$ cat config.mk
export PLATFORM = sky130hd
export DESIGN_NAME = socket_power_control
export DESIGN_NICKNAME = d
export VERILOG_FILES = /design/src/common/socket_power_pkg.sv /design/src/hdl/pin_sync.sv /design/src/hdl/power_request_decode.sv /design/src/hdl/socket_power_control.sv
export VERILOG_INCLUDE_DIRS = /design/src /design/src/common
export SDC_FILE = /design/constraint.sdc
export NUM_CORES = 1
export LEC_CHECK = 0
export ABC_CLOCK_PERIOD_IN_PS = 1400
export BUFFER_PORTS_ARGS = -buffer_cell sky130_fd_sc_hd__buf_2
export CAP_MARGIN = 10
export CORE_ASPECT_RATIO = 0.9
export CORE_MARGIN = 3
export CORE_UTILIZATION = 44
export CTS_CLUSTER_SIZE = 14
export DETAILED_ROUTE_END_ITERATION = 10
export MAX_ROUTING_LAYER = met4
export PLACE_DENSITY_LB_ADDON = 0.1
export SYNTH_ARGS = -nofsm -noshare
export SYNTH_HDL_FRONTEND = slang
export SYNTH_SLANG_ARGS = --single-unit
$ cat constraint.sdc
create_clock -name CLK -period 1.4 [get_ports CLK]
set_input_delay 0 -clock CLK [delete_from_list [all_inputs] [get_ports CLK]]
set_output_delay 0 -clock CLK [all_outputs]
set_load 0.01 [all_outputs]
$ cat src/common/socket_power_map.svh
`ifndef SOCKET_POWER_MAP_SVH
`define SOCKET_POWER_MAP_SVH

// ----------------------------------------------------------------
// Register offsets in the socket window
// ----------------------------------------------------------------
`define OFS_REVISION 12'h800
`define OFS_IF_STATUS 12'h801
`define OFS_POWER_CONTROL 12'h802
`define OFS_INT_GEN_CONTROL 12'h803

// ----------------------------------------------------------------
// Power control field positions and masks
// ----------------------------------------------------------------
`define PC_OUTPUT_ENABLE_BIT 7
`define PC_AUTO_SWITCH_BIT 5
`define PC_SUPPLY_ENABLE_BIT 4
`define PC_SUPPLY_REQ_HI 4
`define PC_SUPPLY_REQ_LO 3
`define PC_PROG_REQ_HI 1
`define PC_PROG_REQ_LO 0
`define PC_BASIC_RW_MASK 8'hb3
`define PC_ENH_RW_MASK 8'h9b

// ----------------------------------------------------------------
// Status and general control fields
// ----------------------------------------------------------------
`define ST_POWER_BIT 6
`define ST_CD2_BIT 3
`define ST_CD1_BIT 2
`define IGC_PRESERVE_MASK 8'h60

// ----------------------------------------------------------------
// Reset values and encodings
// ----------------------------------------------------------------
`define POWER_CONTROL_RESET 8'h00
`define INT_GEN_RESET 8'h00
`define REVISION_RESET 4'h4
`define REVISION_BASIC 4'h2
`define SUPPLY_REQ_5V 2'h2
`define SUPPLY_REQ_3V3 2'h3
`define PROG_REQ_FOLLOW 2'h1
`define PROG_REQ_12V 2'h2

`endif

$ cat src/common/socket_power_pkg.sv
package socket_power_pkg;

  // Active register layout
  typedef enum logic {LAYOUT_BASIC_MODE, LAYOUT_ENHANCED_MODE} layout_type;

  // Card supply outcome
  typedef enum logic [1:0] {SUPPLY_OFF, SUPPLY_5V, SUPPLY_3V3} supply_type;

  // Programming voltage outcome
  typedef enum logic [1:0] {PROG_OFF, PROG_FOLLOW, PROG_12V} prog_type;

endpackage : socket_power_pkg

$ cat src/hdl/pin_sync.sv
`timescale 1ns/1ns
module pin_sync #(
  parameter int WIDTH = 2
) (
  // Clock and reset
  input wire logic CLK,
  input wire logic RST,
  // Pins in, synchronised levels out
  input wire logic [WIDTH-1:0] PIN_IN,
  output logic [WIDTH-1:0] PIN_SYNC
);

  logic [WIDTH-1:0] stage1_reg;

  // Two flip-flop synchroniser, reset to the pulled-up idle level
  always_ff @(posedge CLK or posedge RST)
  begin
    if (RST)
    begin
      stage1_reg <= '1;
      PIN_SYNC <= '1;
    end
    else
    begin
      stage1_reg <= PIN_IN;
      PIN_SYNC <= stage1_reg;
    end
  end

endmodule : pin_sync

$ cat src/hdl/power_request_decode.sv
`timescale 1ns/1ns
`include "socket_power_map.svh"
module power_request_decode (
  // Layout and stored requests
  input wire socket_power_pkg::layout_type LAYOUT,
  input wire logic [7:0] POWER_CONTROL,
  // Conditions from outside the register
  input wire logic SYSTEM_SUPPLY_SELECT,
  input wire logic CARD_PRESENT,
  // Decoded outcome
  output socket_power_pkg::supply_type SUPPLY,
  output socket_power_pkg::prog_type PROG
);

  // ----------------------------------------------------------------
  // Field extraction
  // ----------------------------------------------------------------
  wire logic [1:0] supply_req =
    POWER_CONTROL[`PC_SUPPLY_REQ_HI:`PC_SUPPLY_REQ_LO];
  wire logic [1:0] prog_req = POWER_CONTROL[`PC_PROG_REQ_HI:`PC_PROG_REQ_LO];
  wire logic is_basic = (LAYOUT == socket_power_pkg::LAYOUT_BASIC_MODE);

  // Basic supply: enable bit, held off by auto switch without a card
  wire logic basic_on = POWER_CONTROL[`PC_SUPPLY_ENABLE_BIT] &
    (~POWER_CONTROL[`PC_AUTO_SWITCH_BIT] | CARD_PRESENT);
  wire socket_power_pkg::supply_type basic_supply = !basic_on ?
    socket_power_pkg::SUPPLY_OFF : (SYSTEM_SUPPLY_SELECT ?
    socket_power_pkg::SUPPLY_3V3 : socket_power_pkg::SUPPLY_5V);

  // Enhanced supply: 10 is 5 V, 11 is 3.3 V, rest off
  wire socket_power_pkg::supply_type enh_supply =
    (supply_req == `SUPPLY_REQ_5V) ? socket_power_pkg::SUPPLY_5V :
    (supply_req == `SUPPLY_REQ_3V3) ? socket_power_pkg::SUPPLY_3V3 :
    socket_power_pkg::SUPPLY_OFF;

  assign SUPPLY = is_basic ? basic_supply : enh_supply;

  // Vpp request, only honoured with the supply on
  wire logic vcc_on = (SUPPLY != socket_power_pkg::SUPPLY_OFF);
  wire socket_power_pkg::prog_type basic_prog =
    (prog_req == `PROG_REQ_FOLLOW) ? socket_power_pkg::PROG_FOLLOW :
    (prog_req == `PROG_REQ_12V) ? socket_power_pkg::PROG_12V :
    socket_power_pkg::PROG_OFF;
  wire socket_power_pkg::prog_type enh_prog =
    (prog_req == `PROG_REQ_12V) ? socket_power_pkg::PROG_12V :
    socket_power_pkg::PROG_OFF;

  assign PROG = !vcc_on ? socket_power_pkg::PROG_OFF :
    (is_basic ? basic_prog : enh_prog);

endmodule : power_request_decode

$ cat src/hdl/socket_power_control.sv
`timescale 1ns/1ns
`include "socket_power_map.svh"
module socket_power_control (
  // Clock and resets
  input wire logic CLK,
  input wire logic RST,
  input wire logic HOST_RST,
  input wire logic PME_EN,
  // Socket register window
  input wire logic [11:0] REG_ADDR,
  input wire logic REG_WR,
  input wire logic REG_RD,
  input wire logic [7:0] REG_WDATA,
  output logic [7:0] REG_RDATA,
  output logic REG_RVALID,
  // Card detect pins, active low
  input wire logic CD1_N,
  input wire logic CD2_N,
  // Supply select from the system control register
  input wire logic SYSTEM_SUPPLY_SELECT,
  // Socket power switch and output gate
  output logic SOCKET_OUTPUT_ENABLE,
  output logic VCC_5V_EN,
  output logic VCC_3V3_EN,
  output logic VPP_12V_EN,
  output logic VPP_VCC_EN,
  // State seen by the rest of the socket
  output logic SOCKET_POWER_STATUS,
  output logic LAYOUT_BASIC,
  output logic [7:0] GENERAL_CONTROL
);

  // ----------------------------------------------------------------
  // Storage
  // ----------------------------------------------------------------
  logic [3:0] revision_reg;
  logic [7:0] power_control_reg;
  logic [7:0] power_control_next;
  logic [7:0] int_gen_reg;
  logic [7:0] int_gen_next;
  logic [7:0] rdata_reg;
  logic rvalid_reg;
  logic output_enable_reg;
  logic vcc5_reg;
  logic vcc3_reg;
  logic vpp12_reg;
  logic vppvcc_reg;
  logic [1:0] cd_n_sync;
  socket_power_pkg::layout_type layout;
  socket_power_pkg::supply_type supply;
  socket_power_pkg::prog_type prog;

  // ----------------------------------------------------------------
  // Card detect synchroniser
  // ----------------------------------------------------------------
  pin_sync #(
    .WIDTH(2)
  ) u_cd_sync (
    .CLK(CLK),
    .RST(RST),
    .PIN_IN({CD2_N, CD1_N}),
    .PIN_SYNC(cd_n_sync)
  );

  wire logic cd1_seen = ~cd_n_sync[0];
  wire logic cd2_seen = ~cd_n_sync[1];
  wire logic card_present = cd1_seen & cd2_seen;

  // ----------------------------------------------------------------
  // Address decode and reset domains
  // ----------------------------------------------------------------
  wire logic sel_rev = (REG_ADDR == `OFS_REVISION);
  wire logic sel_status = (REG_ADDR == `OFS_IF_STATUS);
  wire logic sel_pc = (REG_ADDR == `OFS_POWER_CONTROL);
  wire logic sel_igc = (REG_ADDR == `OFS_INT_GEN_CONTROL);
  wire logic wr_rev = REG_WR & sel_rev;
  wire logic wr_pc = REG_WR & sel_pc;
  wire logic wr_igc = REG_WR & sel_igc;
  wire logic preserve_clear = HOST_RST & ~PME_EN;

  // Layout follows the revision field
  assign layout = (revision_reg == `REVISION_BASIC) ?
    socket_power_pkg::LAYOUT_BASIC_MODE :
    socket_power_pkg::LAYOUT_ENHANCED_MODE;
  wire logic is_basic = (layout == socket_power_pkg::LAYOUT_BASIC_MODE);

  // Writable bits of power control in the active layout
  wire logic [7:0] pc_mask = is_basic ? `PC_BASIC_RW_MASK :
    `PC_ENH_RW_MASK;

  // Masked write keeps bits the layout does not own
  assign power_control_next = (power_control_reg & ~pc_mask) |
    (REG_WDATA & pc_mask);

  // Host reset keeps the preserved bits while PME is on
  assign int_gen_next = int_gen_reg &
    (preserve_clear ? 8'h00 : `IGC_PRESERVE_MASK);

  // Read views, reserved bits forced to zero
  wire logic [7:0] pc_read = power_control_reg & pc_mask;
  wire logic vcc_on = (supply != socket_power_pkg::SUPPLY_OFF);
  wire logic [7:0] status_read = ({7'h00, vcc_on} << `ST_POWER_BIT) |
    ({7'h00, cd2_seen} << `ST_CD2_BIT) |
    ({7'h00, cd1_seen} << `ST_CD1_BIT);
  wire logic [7:0] read_mux =
    sel_rev ? {4'h0, revision_reg} :
    sel_status ? status_read :
    sel_pc ? pc_read :
    sel_igc ? int_gen_reg : 8'h00;

  // ----------------------------------------------------------------
  // Power request decode
  // ----------------------------------------------------------------
  power_request_decode u_decode (
    .LAYOUT(layout),
    .POWER_CONTROL(power_control_reg),
    .SYSTEM_SUPPLY_SELECT(SYSTEM_SUPPLY_SELECT),
    .CARD_PRESENT(card_present),
    .SUPPLY(supply),
    .PROG(prog)
  );

  // ----------------------------------------------------------------
  // Registers
  // ----------------------------------------------------------------
  // Revision field, global reset only
  always_ff @(posedge CLK or posedge RST)
  begin
    if (RST)
      revision_reg <= `REVISION_RESET;
    else if (wr_rev)
      revision_reg <= REG_WDATA[3:0];
  end

  // Power control, preserved domain
  always_ff @(posedge CLK or posedge RST)
  begin
    if (RST)
      power_control_reg <= `POWER_CONTROL_RESET;
    else if (preserve_clear)
      power_control_reg <= `POWER_CONTROL_RESET;
    else if (wr_pc)
      power_control_reg <= power_control_next;
  end

  // Interrupt and general control, bits 6-5 preserved
  always_ff @(posedge CLK or posedge RST)
  begin
    if (RST)
      int_gen_reg <= `INT_GEN_RESET;
    else if (HOST_RST)
      int_gen_reg <= int_gen_next;
    else if (wr_igc)
      int_gen_reg <= REG_WDATA;
  end

  // Read data, one cycle after the strobe
  always_ff @(posedge CLK or posedge RST)
  begin
    if (RST)
    begin
      rdata_reg <= 8'h00;
      rvalid_reg <= 1'b0;
    end
    else
    begin
      rdata_reg <= REG_RD ? read_mux : 8'h00;
      rvalid_reg <= REG_RD;
    end
  end

  // Socket drive outputs
  always_ff @(posedge CLK or posedge RST)
  begin
    if (RST)
    begin
      output_enable_reg <= 1'b0;
      vcc5_reg <= 1'b0;
      vcc3_reg <= 1'b0;
      vpp12_reg <= 1'b0;
      vppvcc_reg <= 1'b0;
    end
    else
    begin
      output_enable_reg <= power_control_reg[`PC_OUTPUT_ENABLE_BIT];
      vcc5_reg <= (supply == socket_power_pkg::SUPPLY_5V);
      vcc3_reg <= (supply == socket_power_pkg::SUPPLY_3V3);
      vpp12_reg <= (prog == socket_power_pkg::PROG_12V);
      vppvcc_reg <= (prog == socket_power_pkg::PROG_FOLLOW);
    end
  end

  // Port drive
  assign REG_RDATA = rdata_reg;
  assign REG_RVALID = rvalid_reg;
  assign SOCKET_OUTPUT_ENABLE = output_enable_reg;
  assign VCC_5V_EN = vcc5_reg;
  assign VCC_3V3_EN = vcc3_reg;
  assign VPP_12V_EN = vpp12_reg;
  assign VPP_VCC_EN = vppvcc_reg;
  assign SOCKET_POWER_STATUS = vcc5_reg | vcc3_reg;
  assign LAYOUT_BASIC = is_basic;
  assign GENERAL_CONTROL = int_gen_reg;
endmodule : socket_power_control

==> results.cfg, run 1 <==
[outcome]
status = finished, violations left
violations = setup timing

[finish]
stdcell_area_sq_um = 2270
most-common-layout-cells = buf_2, dfrtp_1, nor2_1, dlygate4sd3_1, mux2i_1
antenna_cells = 0
final_util_pct = 66.2
final_layout_size_suffix_gt1_share_pct = 43.9
syn_to_final_growth_pct = 42.5
nets = 242
num-fill-cells = 281
final_common_cell = buf_2

[critical_path]
rr_startpoint = revision_reg[3]$_DFFE_PP0P_
critPathBufInv = 3
path_common_cell = buf_6
path_max_fanout = 4
worstSetupStartpoint = revision_reg[3]$_DFFE_PP0P_
crit_slowest_cell = or4b_4
cp-end-kind = output pin
crit_path_cell_trace = or4b_4 -> inv_4 -> buf_6 -> buf_6
crit_family = simple AND/OR/NAND/NOR gates
worstSetupStartpointType = flip-flop
critical-path-max-stage-delay_ns = 0.56
path_class = reg2out
cp_data_arrival_time_ns = 1.51
critPathRequiredTime_ns = 1.40

[sta]
fin_crit_ns = 1.51
fmax_mhz = 664
tightest_slew_ns = 0.570
finClkSkew_ns = 0.00895
grt_setup_unrepaired = yes
setup_tns_ns = -0.442
fin_ws_ns = -0.106
relSlewSlack_pct = 61.9
timing.hold.ws_ns = 0.0123
setup_viol = 8
hold_viol = 0
fin_crit_sh_pct = 108
maxSlewViolCount = 0

[global_route]
grt_max_degree = 37
grt_antenna_before_repair = 0
grt_usage_pct = 19.6
grt_overflow = 0
first_global_vias = 1352
grt_pass1_wl_mm = 6.36

[die]
rows = 20
initial_utilization_pct = 46.4
chipWidth_um = 69.4
core_area_sq_um = 3430
dieArea_sq_um = 4380
ios = 53
die_h_um = 63.1

[yosys]
synth.avg_cell_area_sq_um = 12.1
syn-cell-area_sq_um = 1590
synth_seq_cells = 36
synth_area_leaders = dfrtp_1, dfstp_2, mux2i_1, nor2_1, nor4b_4
synth.largest_area_cell = dfrtp_1
yosys_warnings = 0
synth_flop_cell = dfrtp_1
ys_async_sr_fraction_pct = 100
synth_cells = 132
syn-num-nets = 161
synth_edf_count = 0
yosys.area.top_type_share_pct = 48.7
ys_seq_area_share_pct = 57.0
yosysUniqueCellTypes = 37

[hold_path]
hold_class = in2reg
min_from = HOST_RST

[detailed_routing]
first_pass_iters = 4
drc = 0
detail_route.wl_per_cell_um = 15.8
drtAntennaViolNets = 0
drt_wl_total_mm = 4.08
vias = 1361
via_per_inst = 5.28
dr.first_iter.drc_count = 87

[cts]
numCtsBuffers = 5
clk_pin_slew_worst_paths_ns = 0.08
cts.path.max_buffers = 2
clk-insertion-delay-late_ns = 0.30
cts.sinks = 36
cts_tree = done
clock-root-buffer = clkbuf_8
h-tree-depth = 2

[flow_run]
drv_cap = 0

[pwr]
p_leak_uw = 0.00117
powerDensity_nw_per_um2 = 940
vdd_drop_max_uv = 686

[placed_design]
io_buffers = 52
hpwl_mm = 2.88
placedInstanceArea_sq_um = 1950
gp_congestion = 0.852
## stage by stage
step | power [uW] | instances | setup slack, ns
CTS | 2140 | 256 | -0.130
floorplan | 1130 | 132 | -0.00652
global route | 2210 | 258 | -0.141
detailed placement | 1210 | 232 | -0.0389
global placement | 1200 | 232 | -0.0142
finish | 2130 | 258 | -0.106
## path summary, 6_finish.rpt
kind                                              endpoint  slack (ns)  depth (start not counted)
max in group asynchronous  u_cd_sync.PIN_SYNC[0]$_DFF_PP1_        0.72                          4
hold reg to reg            u_cd_sync.PIN_SYNC[1]$_DFF_PP1_        0.36                          0
setup reg to reg                      VPP_VCC_EN$_DFF_PP0_       -0.09                          6
setup / recovery                              LAYOUT_BASIC       -0.11                          4
hold / removal              GENERAL_CONTROL[4]$_DFFE_PP0P_        0.01                          2
min in group asynchronous             VCC_3V3_EN$_DFF_PP0_        0.33                          4
## layer usage
layer	track usage, %	wire length [um]	vias to the layer above
met3	5.42	242	11
met5	-	0	-
li1	-	-	643
met1	23.1	1750	657
met4	8.29	116	0
met2	31.7	1980	50
## Yosys cell counts (2+ instances only)
cell type	number
dfrtp_1	31
nor2_1	16
mux2i_1	12
o21ai_0	8
nand3_1	6
dfstp_2	5
nand2_1	5
a21oi_1	4
a22oi_1	4
mux2_1	4
nand4_1	4
inv_1	3
buf_2	2
buf_4	2
nor3b_1	2
nor4b_4	2
o21a_1	2
## cells by family after synthesis
family,after synthesis,share of synthesized area [%]
AND/OR/NAND/NOR,47,20.1
AO/OA/AOI/OAI,25,9.99
multiplexers,16,10.4
flip-flops,36,57.0
buffers and inverters,8,2.52
## power by group
group          total (uW)  switching [uW]  internal (uW)
sequential           1060            4.03           1050
clock                 914             387            527
combinational         162            85.9           76.3
## timing repair
| action | in CTS | in global routing |
|---|---|---|
| resized for setup | 6 | 8 |
| hold buffers | 14 | 0 |
| setup endpoints to repair | 5 | 10 |
| pin swaps | 6 | 3 |
| setup buffers | 2 | 2 |
| hold endpoints to repair | 51 | 0 |
## worst register-to-register path, stage by stage (launching register included)
cell	delay [ns]
dfrtp_1	0.38
or4b_4	0.56
inv_4	0.10
buf_6	0.11
nand2_4	0.04
buf_4	0.14
nor3_2	0.09
## final cells by class
type | count | area (sq um) | area share, %
tap | 44 | 55.1 | 2.43
clock buffer | 5 | 68.8 | 3.03
sequential | 36 | 907 | 40.0
multi-input combinational | 88 | 669 | 29.5
timing repair buffer | 79 | 512 | 22.6
clock inverter | 3 | 42.5 | 1.88
inverter | 3 | 13.8 | 0.607
No activity file was read; power rests on OpenSTA's default activity.
==> run 2, diff against run 1 <==
--- a/config.mk
+++ b/config.mk
@@ -9,13 +9,14 @@
 export ABC_CLOCK_PERIOD_IN_PS = 1400
 export BUFFER_PORTS_ARGS = -buffer_cell sky130_fd_sc_hd__buf_2
 export CAP_MARGIN = 10
-export CORE_ASPECT_RATIO = 0.9
 export CORE_MARGIN = 3
-export CORE_UTILIZATION = 44
+export CORE_UTILIZATION = 45
 export CTS_CLUSTER_SIZE = 14
 export DETAILED_ROUTE_END_ITERATION = 10
 export MAX_ROUTING_LAYER = met4
 export PLACE_DENSITY_LB_ADDON = 0.1
 export SYNTH_ARGS = -nofsm -noshare
 export SYNTH_HDL_FRONTEND = slang
+export SYNTH_HIERARCHICAL = 1
 export SYNTH_SLANG_ARGS = --single-unit
+export TNS_END_PERCENT = 20
==> results.cfg, run 2 <==
[global_route]
grt_overflow = 0
grt_antenna_before_repair = 0
grt_pass1_wl_mm = 6.53
first_global_vias = 1450
grt_usage_pct = 20.9
grt_max_degree = 33

[sta]
fin_crit_sh_pct = 123
maxSlewViolCount = 0
tightest_slew_ns = 0.424
setup_viol = 10
fmax_mhz = 582
fin_ws_ns = -0.317
grt_setup_unrepaired = yes
fin_crit_ns = 1.72
relSlewSlack_pct = 71.7
finClkSkew_ns = 0.00654
hold_viol = 0

[pwr]
vdd_drop_max_uv = 680
powerDensity_nw_per_um2 = 857
p_leak_uw = 0.00123

[yosys]
yosys_warnings = 6
syn-num-nets = 177
synth.avg_cell_area_sq_um = 10.9
synth_cells = 148
syn-cell-area_sq_um = 1620

[detailed_routing]
detail_route.wl_per_cell_um = 14.5
drc = 0
vias = 1388
drtAntennaViolNets = 0
drt_wl_total_mm = 4.06
first_pass_iters = 4
dr.first_iter.drc_count = 49
via_per_inst = 4.94

[die]
chipWidth_um = 66.0
die_h_um = 66.0
ios = 53
dieArea_sq_um = 4360
rows = 21
core_area_sq_um = 3390
initial_utilization_pct = 47.8

[critical_path]
crit_path_cell_trace = or4b_4 -> buf_6 -> nand3b_1 -> a21boi_2 -> nor3_1 -> nor3_1
critPathRequiredTime_ns = 1.66
rr_startpoint = revision_reg[2]$_DFFE_PP1P_
critPathBufInv = 1
critical-path-max-stage-delay_ns = 0.58
path_max_fanout = 5
worstSetupStartpointType = flip-flop
r2r_slack_ns = -0.32
cp_data_arrival_time_ns = 1.98
crit_slowest_cell = or4b_4
path_common_cell = nor3_1
crit_family = simple AND/OR/NAND/NOR gates
crit-reg2reg-capture = REG_RDATA[6]$_DFF_PP0_
cp-end-kind = flip-flop
reg2reg_depth = 6
path_class = reg2reg

[cts]
h-tree-depth = 2
cts.sinks = 36
numCtsBuffers = 5
cts_tree = done
clk-insertion-delay-late_ns = 0.34
clk_pin_slew_worst_paths_ns = 0.10
cts.path.max_buffers = 2
clock-root-buffer = clkbuf_4

[finish]
final_layout_size_suffix_gt1_share_pct = 46.0
nets = 263
syn_to_final_growth_pct = 45.4
most-common-layout-cells = buf_2, dfrtp_1, nor2_1, buf_4, dlygate4sd3_1
final_util_pct = 69.5
final_common_cell = buf_2
antenna_cells = 0

[placed_design]
pre_cts_slack_ns = -0.333
hpwl_mm = 2.97
gp_congestion = 0.851
io_buffers = 52

[hold_path]
min_from = SYSTEM_SUPPLY_SELECT
whs_path_depth = 4
hold_class = in2reg
holdPathEnd = VCC_3V3_EN$_DFF_PP0_

[outcome]
status = finished, violations left
violations = setup timing

[flow_run]
drv_cap = 0
==> run 2: what timing repair did <==
action / in CTS / in global routing
hold buffers: 15 / 0
hold endpoints to repair: 57 / 0
pin swaps: 5 / 2
resized for setup: 9 / 3
buffers inserted: 3 / 1
setup endpoints to repair: 10 / 15
==> run 2: metal layers <==
metal	up-vias	track usage, %	wire length (um)
met1	658	24.1	1740
met4	0	8.12	74
met3	7	5.95	196
met5	-	-	0
li1	684	-	-
met2	39	34.4	2050
==> run 2: power by group <==
group	switching (uW)	internal, uW	leakage (uW)	total (uW)
Clock	328	474	0.0000515	802
Combinational	79.2	82.3	0.000693	161
Sequential	2.60	1050	0.000483	1050
Total	410	1610	0.00123	2020
==> run 2: how the worst max path moves through the flow <==
stage | from | endpoint | slack [ns] | cells after the start
floorplan | REG_ADDR[5] | GENERAL_CONTROL[5]$_DFFE_PP0P_ | -0.28 | 5
global placement | REG_ADDR[9] | power_control_reg[0]$_DFFE_PP0P_ | -0.32 | 6
detailed placement | REG_ADDR[5] | GENERAL_CONTROL[5]$_DFFE_PP0P_ | -0.33 | 5
CTS | revision_reg[3]$_DFFE_PP0P_ | LAYOUT_BASIC | -0.29 | 5
global route | revision_reg[2]$_DFFE_PP1P_ | REG_RDATA[6]$_DFF_PP0_ | -0.44 | 6
finish | revision_reg[2]$_DFFE_PP1P_ | REG_RDATA[6]$_DFF_PP0_ | -0.32 | 6
==> run 2: tightest hold or removal path, delay by kind of cell <==
kind                   cells  cell delay [ns]
AOI/OAI and AO/OA          1             0.07
and+or+nand+nor            2             0.21
buffers and inverters      1             0.11
==> run 2: area by class of cell <==
cell class	instances	area, sq um
Clock buffer	7	65.1
Clock inverter	1	30.0
Fill cell	273	1030
Inverter	4	17.5
Multi-Input combinational cell	100	697
Sequential cell	36	907
Tap cell	46	57.6
Timing Repair Buffer	87	582
==> run 2: through the flow <==
step / cells / total power [uW] / hold WS (ns) / area [sq um] / TNS [ns]
after floorplan: 148 / 1130 / -0.0448 / 1660 / -3.10
after global placement: 254 / 1200 / 0.0786 / 2040 / -6.62
after detailed placement: 254 / 1200 / 0.0946 / 2040 / -6.89
after CTS: 280 / 2030 / 0.0481 / 2340 / -2.21
after global routing: 281 / 2100 / 0.102 / 2360 / -3.12
final: 281 / 2020 / 0.0811 / 2360 / -2.38
==> run 3, diff against run 2 <==
--- a/config.mk
+++ b/config.mk
@@ -9,8 +9,10 @@
 export ABC_CLOCK_PERIOD_IN_PS = 1400
 export BUFFER_PORTS_ARGS = -buffer_cell sky130_fd_sc_hd__buf_2
 export CAP_MARGIN = 10
+export CELL_PAD_IN_SITES_DETAIL_PLACEMENT = 0
+export CELL_PAD_IN_SITES_GLOBAL_PLACEMENT = 2
 export CORE_MARGIN = 3
-export CORE_UTILIZATION = 45
+export CORE_UTILIZATION = 27
 export CTS_CLUSTER_SIZE = 14
 export DETAILED_ROUTE_END_ITERATION = 10
 export MAX_ROUTING_LAYER = met4
==> results.cfg, run 3 (synthesis gave the netlist of run 2 again) <==
[sta]
tightest_slew_ns = 0.423
hold_viol = 0
finClkSkew_ns = 0.00614
fin_crit_ns = 1.61
relSlewSlack_pct = 71.8
maxSlewViolCount = 0
grt_setup_unrepaired = yes
fin_crit_sh_pct = 115
fmax_mhz = 620
setup_viol = 12
fin_ws_ns = -0.214
timing.hold.ws_ns = 0.118

[pwr]
p_sw_share_pct = 20.4
power.switching_uw = 451
clkPwrFrac_pct = 44.9
internal_power_uw = 1760
p_leak_uw = 0.00123
vdd_drop_max_uv = 491
combPwrFrac_pct = 7.4
power_uw = 2210
pwr-share-seq_pct = 47.7
powerDensity_nw_per_um2 = 927

[die]
rows = 27
chipWidth_um = 83.5
dieArea_sq_um = 6970
die_h_um = 83.5
core_area_sq_um = 5640
initial_utilization_pct = 28.7
ios = 53

[detailed_routing]
vias = 1374
drt_wl_total_mm = 4.34
dr.first_iter.drc_count = 25
via_per_inst = 4.52
first_pass_iters = 4
drc = 0
drtAntennaViolNets = 0
detail_route.wl_per_cell_um = 14.3

[cts]
cts_tree = done
cts.sinks = 36
clock-root-buffer = clkbuf_8
clk_pin_slew_worst_paths_ns = 0.07
cts.path.max_buffers = 2
clk-insertion-delay-late_ns = 0.29
h-tree-depth = 2
numCtsBuffers = 5

[placed_design]
gp_congestion = 0.736
io_buffers = 52
placed_cells = 280
hpwl_mm = 3.27

[global_route]
grt_usage_pct = 13.7
grt_antenna_before_repair = 0
first_global_vias = 1489
grt_overflow = 0
grt_max_degree = 33
grt_pass1_wl_mm = 7.34

[hold_path]
holdPathEnd = VCC_5V_EN$_DFF_PP0_
min_from = SYSTEM_SUPPLY_SELECT
hold_class = in2reg
whs_path_depth = 4

[outcome]
status = finished, violations left
violations = setup timing

[finish]
final_layout_size_suffix_gt1_share_pct = 46.1
layout.cells.non_filler = 304
num-fill-cells = 554
syn_to_final_growth_pct = 47.3
antenna_cells = 0
most-common-layout-cells = buf_2, dfrtp_1, nor2_1, buf_4, nand2_1
final_common_cell = buf_2
nets = 260
seqCellArea_sq_um = 907
multiInputGateArea_sq_um = 694

[critical_path]
cp-end-kind = flip-flop
rr_startpoint = revision_reg[2]$_DFFE_PP1P_
crit-reg2reg-capture = REG_RDATA[6]$_DFF_PP0_
reg2reg_depth = 5
cp_data_arrival_time_ns = 1.78
critPathRequiredTime_ns = 1.56
path_max_fanout = 6
worstSetupStartpointType = flip-flop
r2r_slack_ns = -0.21
path_class = reg2reg

[flow_run]
drv_cap = 0
## run 3: per-layer routing
| layer | share of wire [%] | GRT usage [%] |
|---|---|---|
| met2 | 49 | 22.7 |
| met4 | 0.48 | 3.51 |
| met5 | 0 | - |
| met3 | 5.7 | 3.95 |
| met1 | 45 | 16.5 |
## run 3: per-stage QoR
| step | instance area, sq um | worst slack (ns) | utilization, % | TNS (ns) |
|---|---|---|---|---|
| floorplan | 1660 | -0.282 | - | -3.10 |
| global placement | 2070 | -0.328 | 36.7 | -6.58 |
| detailed placement | 2070 | -0.337 | 36.7 | -6.93 |
| CTS | 2380 | -0.228 | 42.2 | -1.80 |
| global route | 2390 | -0.273 | 42.3 | -2.54 |
| finish | 2390 | -0.214 | 42.3 | -1.72 |
## run 3: timing repair
item,in CTS,in global routing
cloned,0,0
hold endpoints to repair,51,0
hold buffers,12,0
pin swaps,6,1
buffers inserted,4,0
setup endpoints to repair,19,20
resized for setup,8,2
## run 3: power by group through the flow
stage | clock network [uW] | registers, uW | logic, uW
4_1_cts | 1030 | 1060 | 167
3_3_place_gp | 0 | 1080 | 136
2_1_floorplan | 0 | 1080 | 54.7
5_1_grt | 1080 | 1060 | 184
6_report | 994 | 1060 | 163
3_5_place_dp | 0 | 1080 | 139
## run 3: worst max-delay path by stage
stage	endpoint	startpoint
2_1_floorplan	GENERAL_CONTROL[5]$_DFFE_PP0P_	REG_ADDR[5]
3_3_place_gp	GENERAL_CONTROL[2]$_DFFE_PP0P_	REG_ADDR[5]
3_5_place_dp	GENERAL_CONTROL[5]$_DFFE_PP0P_	REG_ADDR[5]
4_1_cts	LAYOUT_BASIC	revision_reg[3]$_DFFE_PP0P_
5_1_grt	REG_RDATA[6]$_DFF_PP0_	revision_reg[0]$_DFFE_PP0P_
6_report	REG_RDATA[6]$_DFF_PP0_	revision_reg[2]$_DFFE_PP1P_
## run 3: final cells by class
| class | instances | area share (%) |
|---|---|---|
| well taps | 72 | 3.77 |
| flip-flops and latches | 36 | 38.0 |
| inverters | 4 | 0.734 |
| repair buffers | 84 | 23.1 |
| clock inverters | 1 | 1.26 |
| multi-input cells | 100 | 29.1 |
| clock buffers | 7 | 4.04 |
## run 3: worst max-delay path: stages (launching register included)
cell,delay [ns]
dfstp_2,0.37
or4b_4,0.58
nor2b_1,0.16
o21a_1,0.19
nor3_1,0.13
nor3_1,0.06
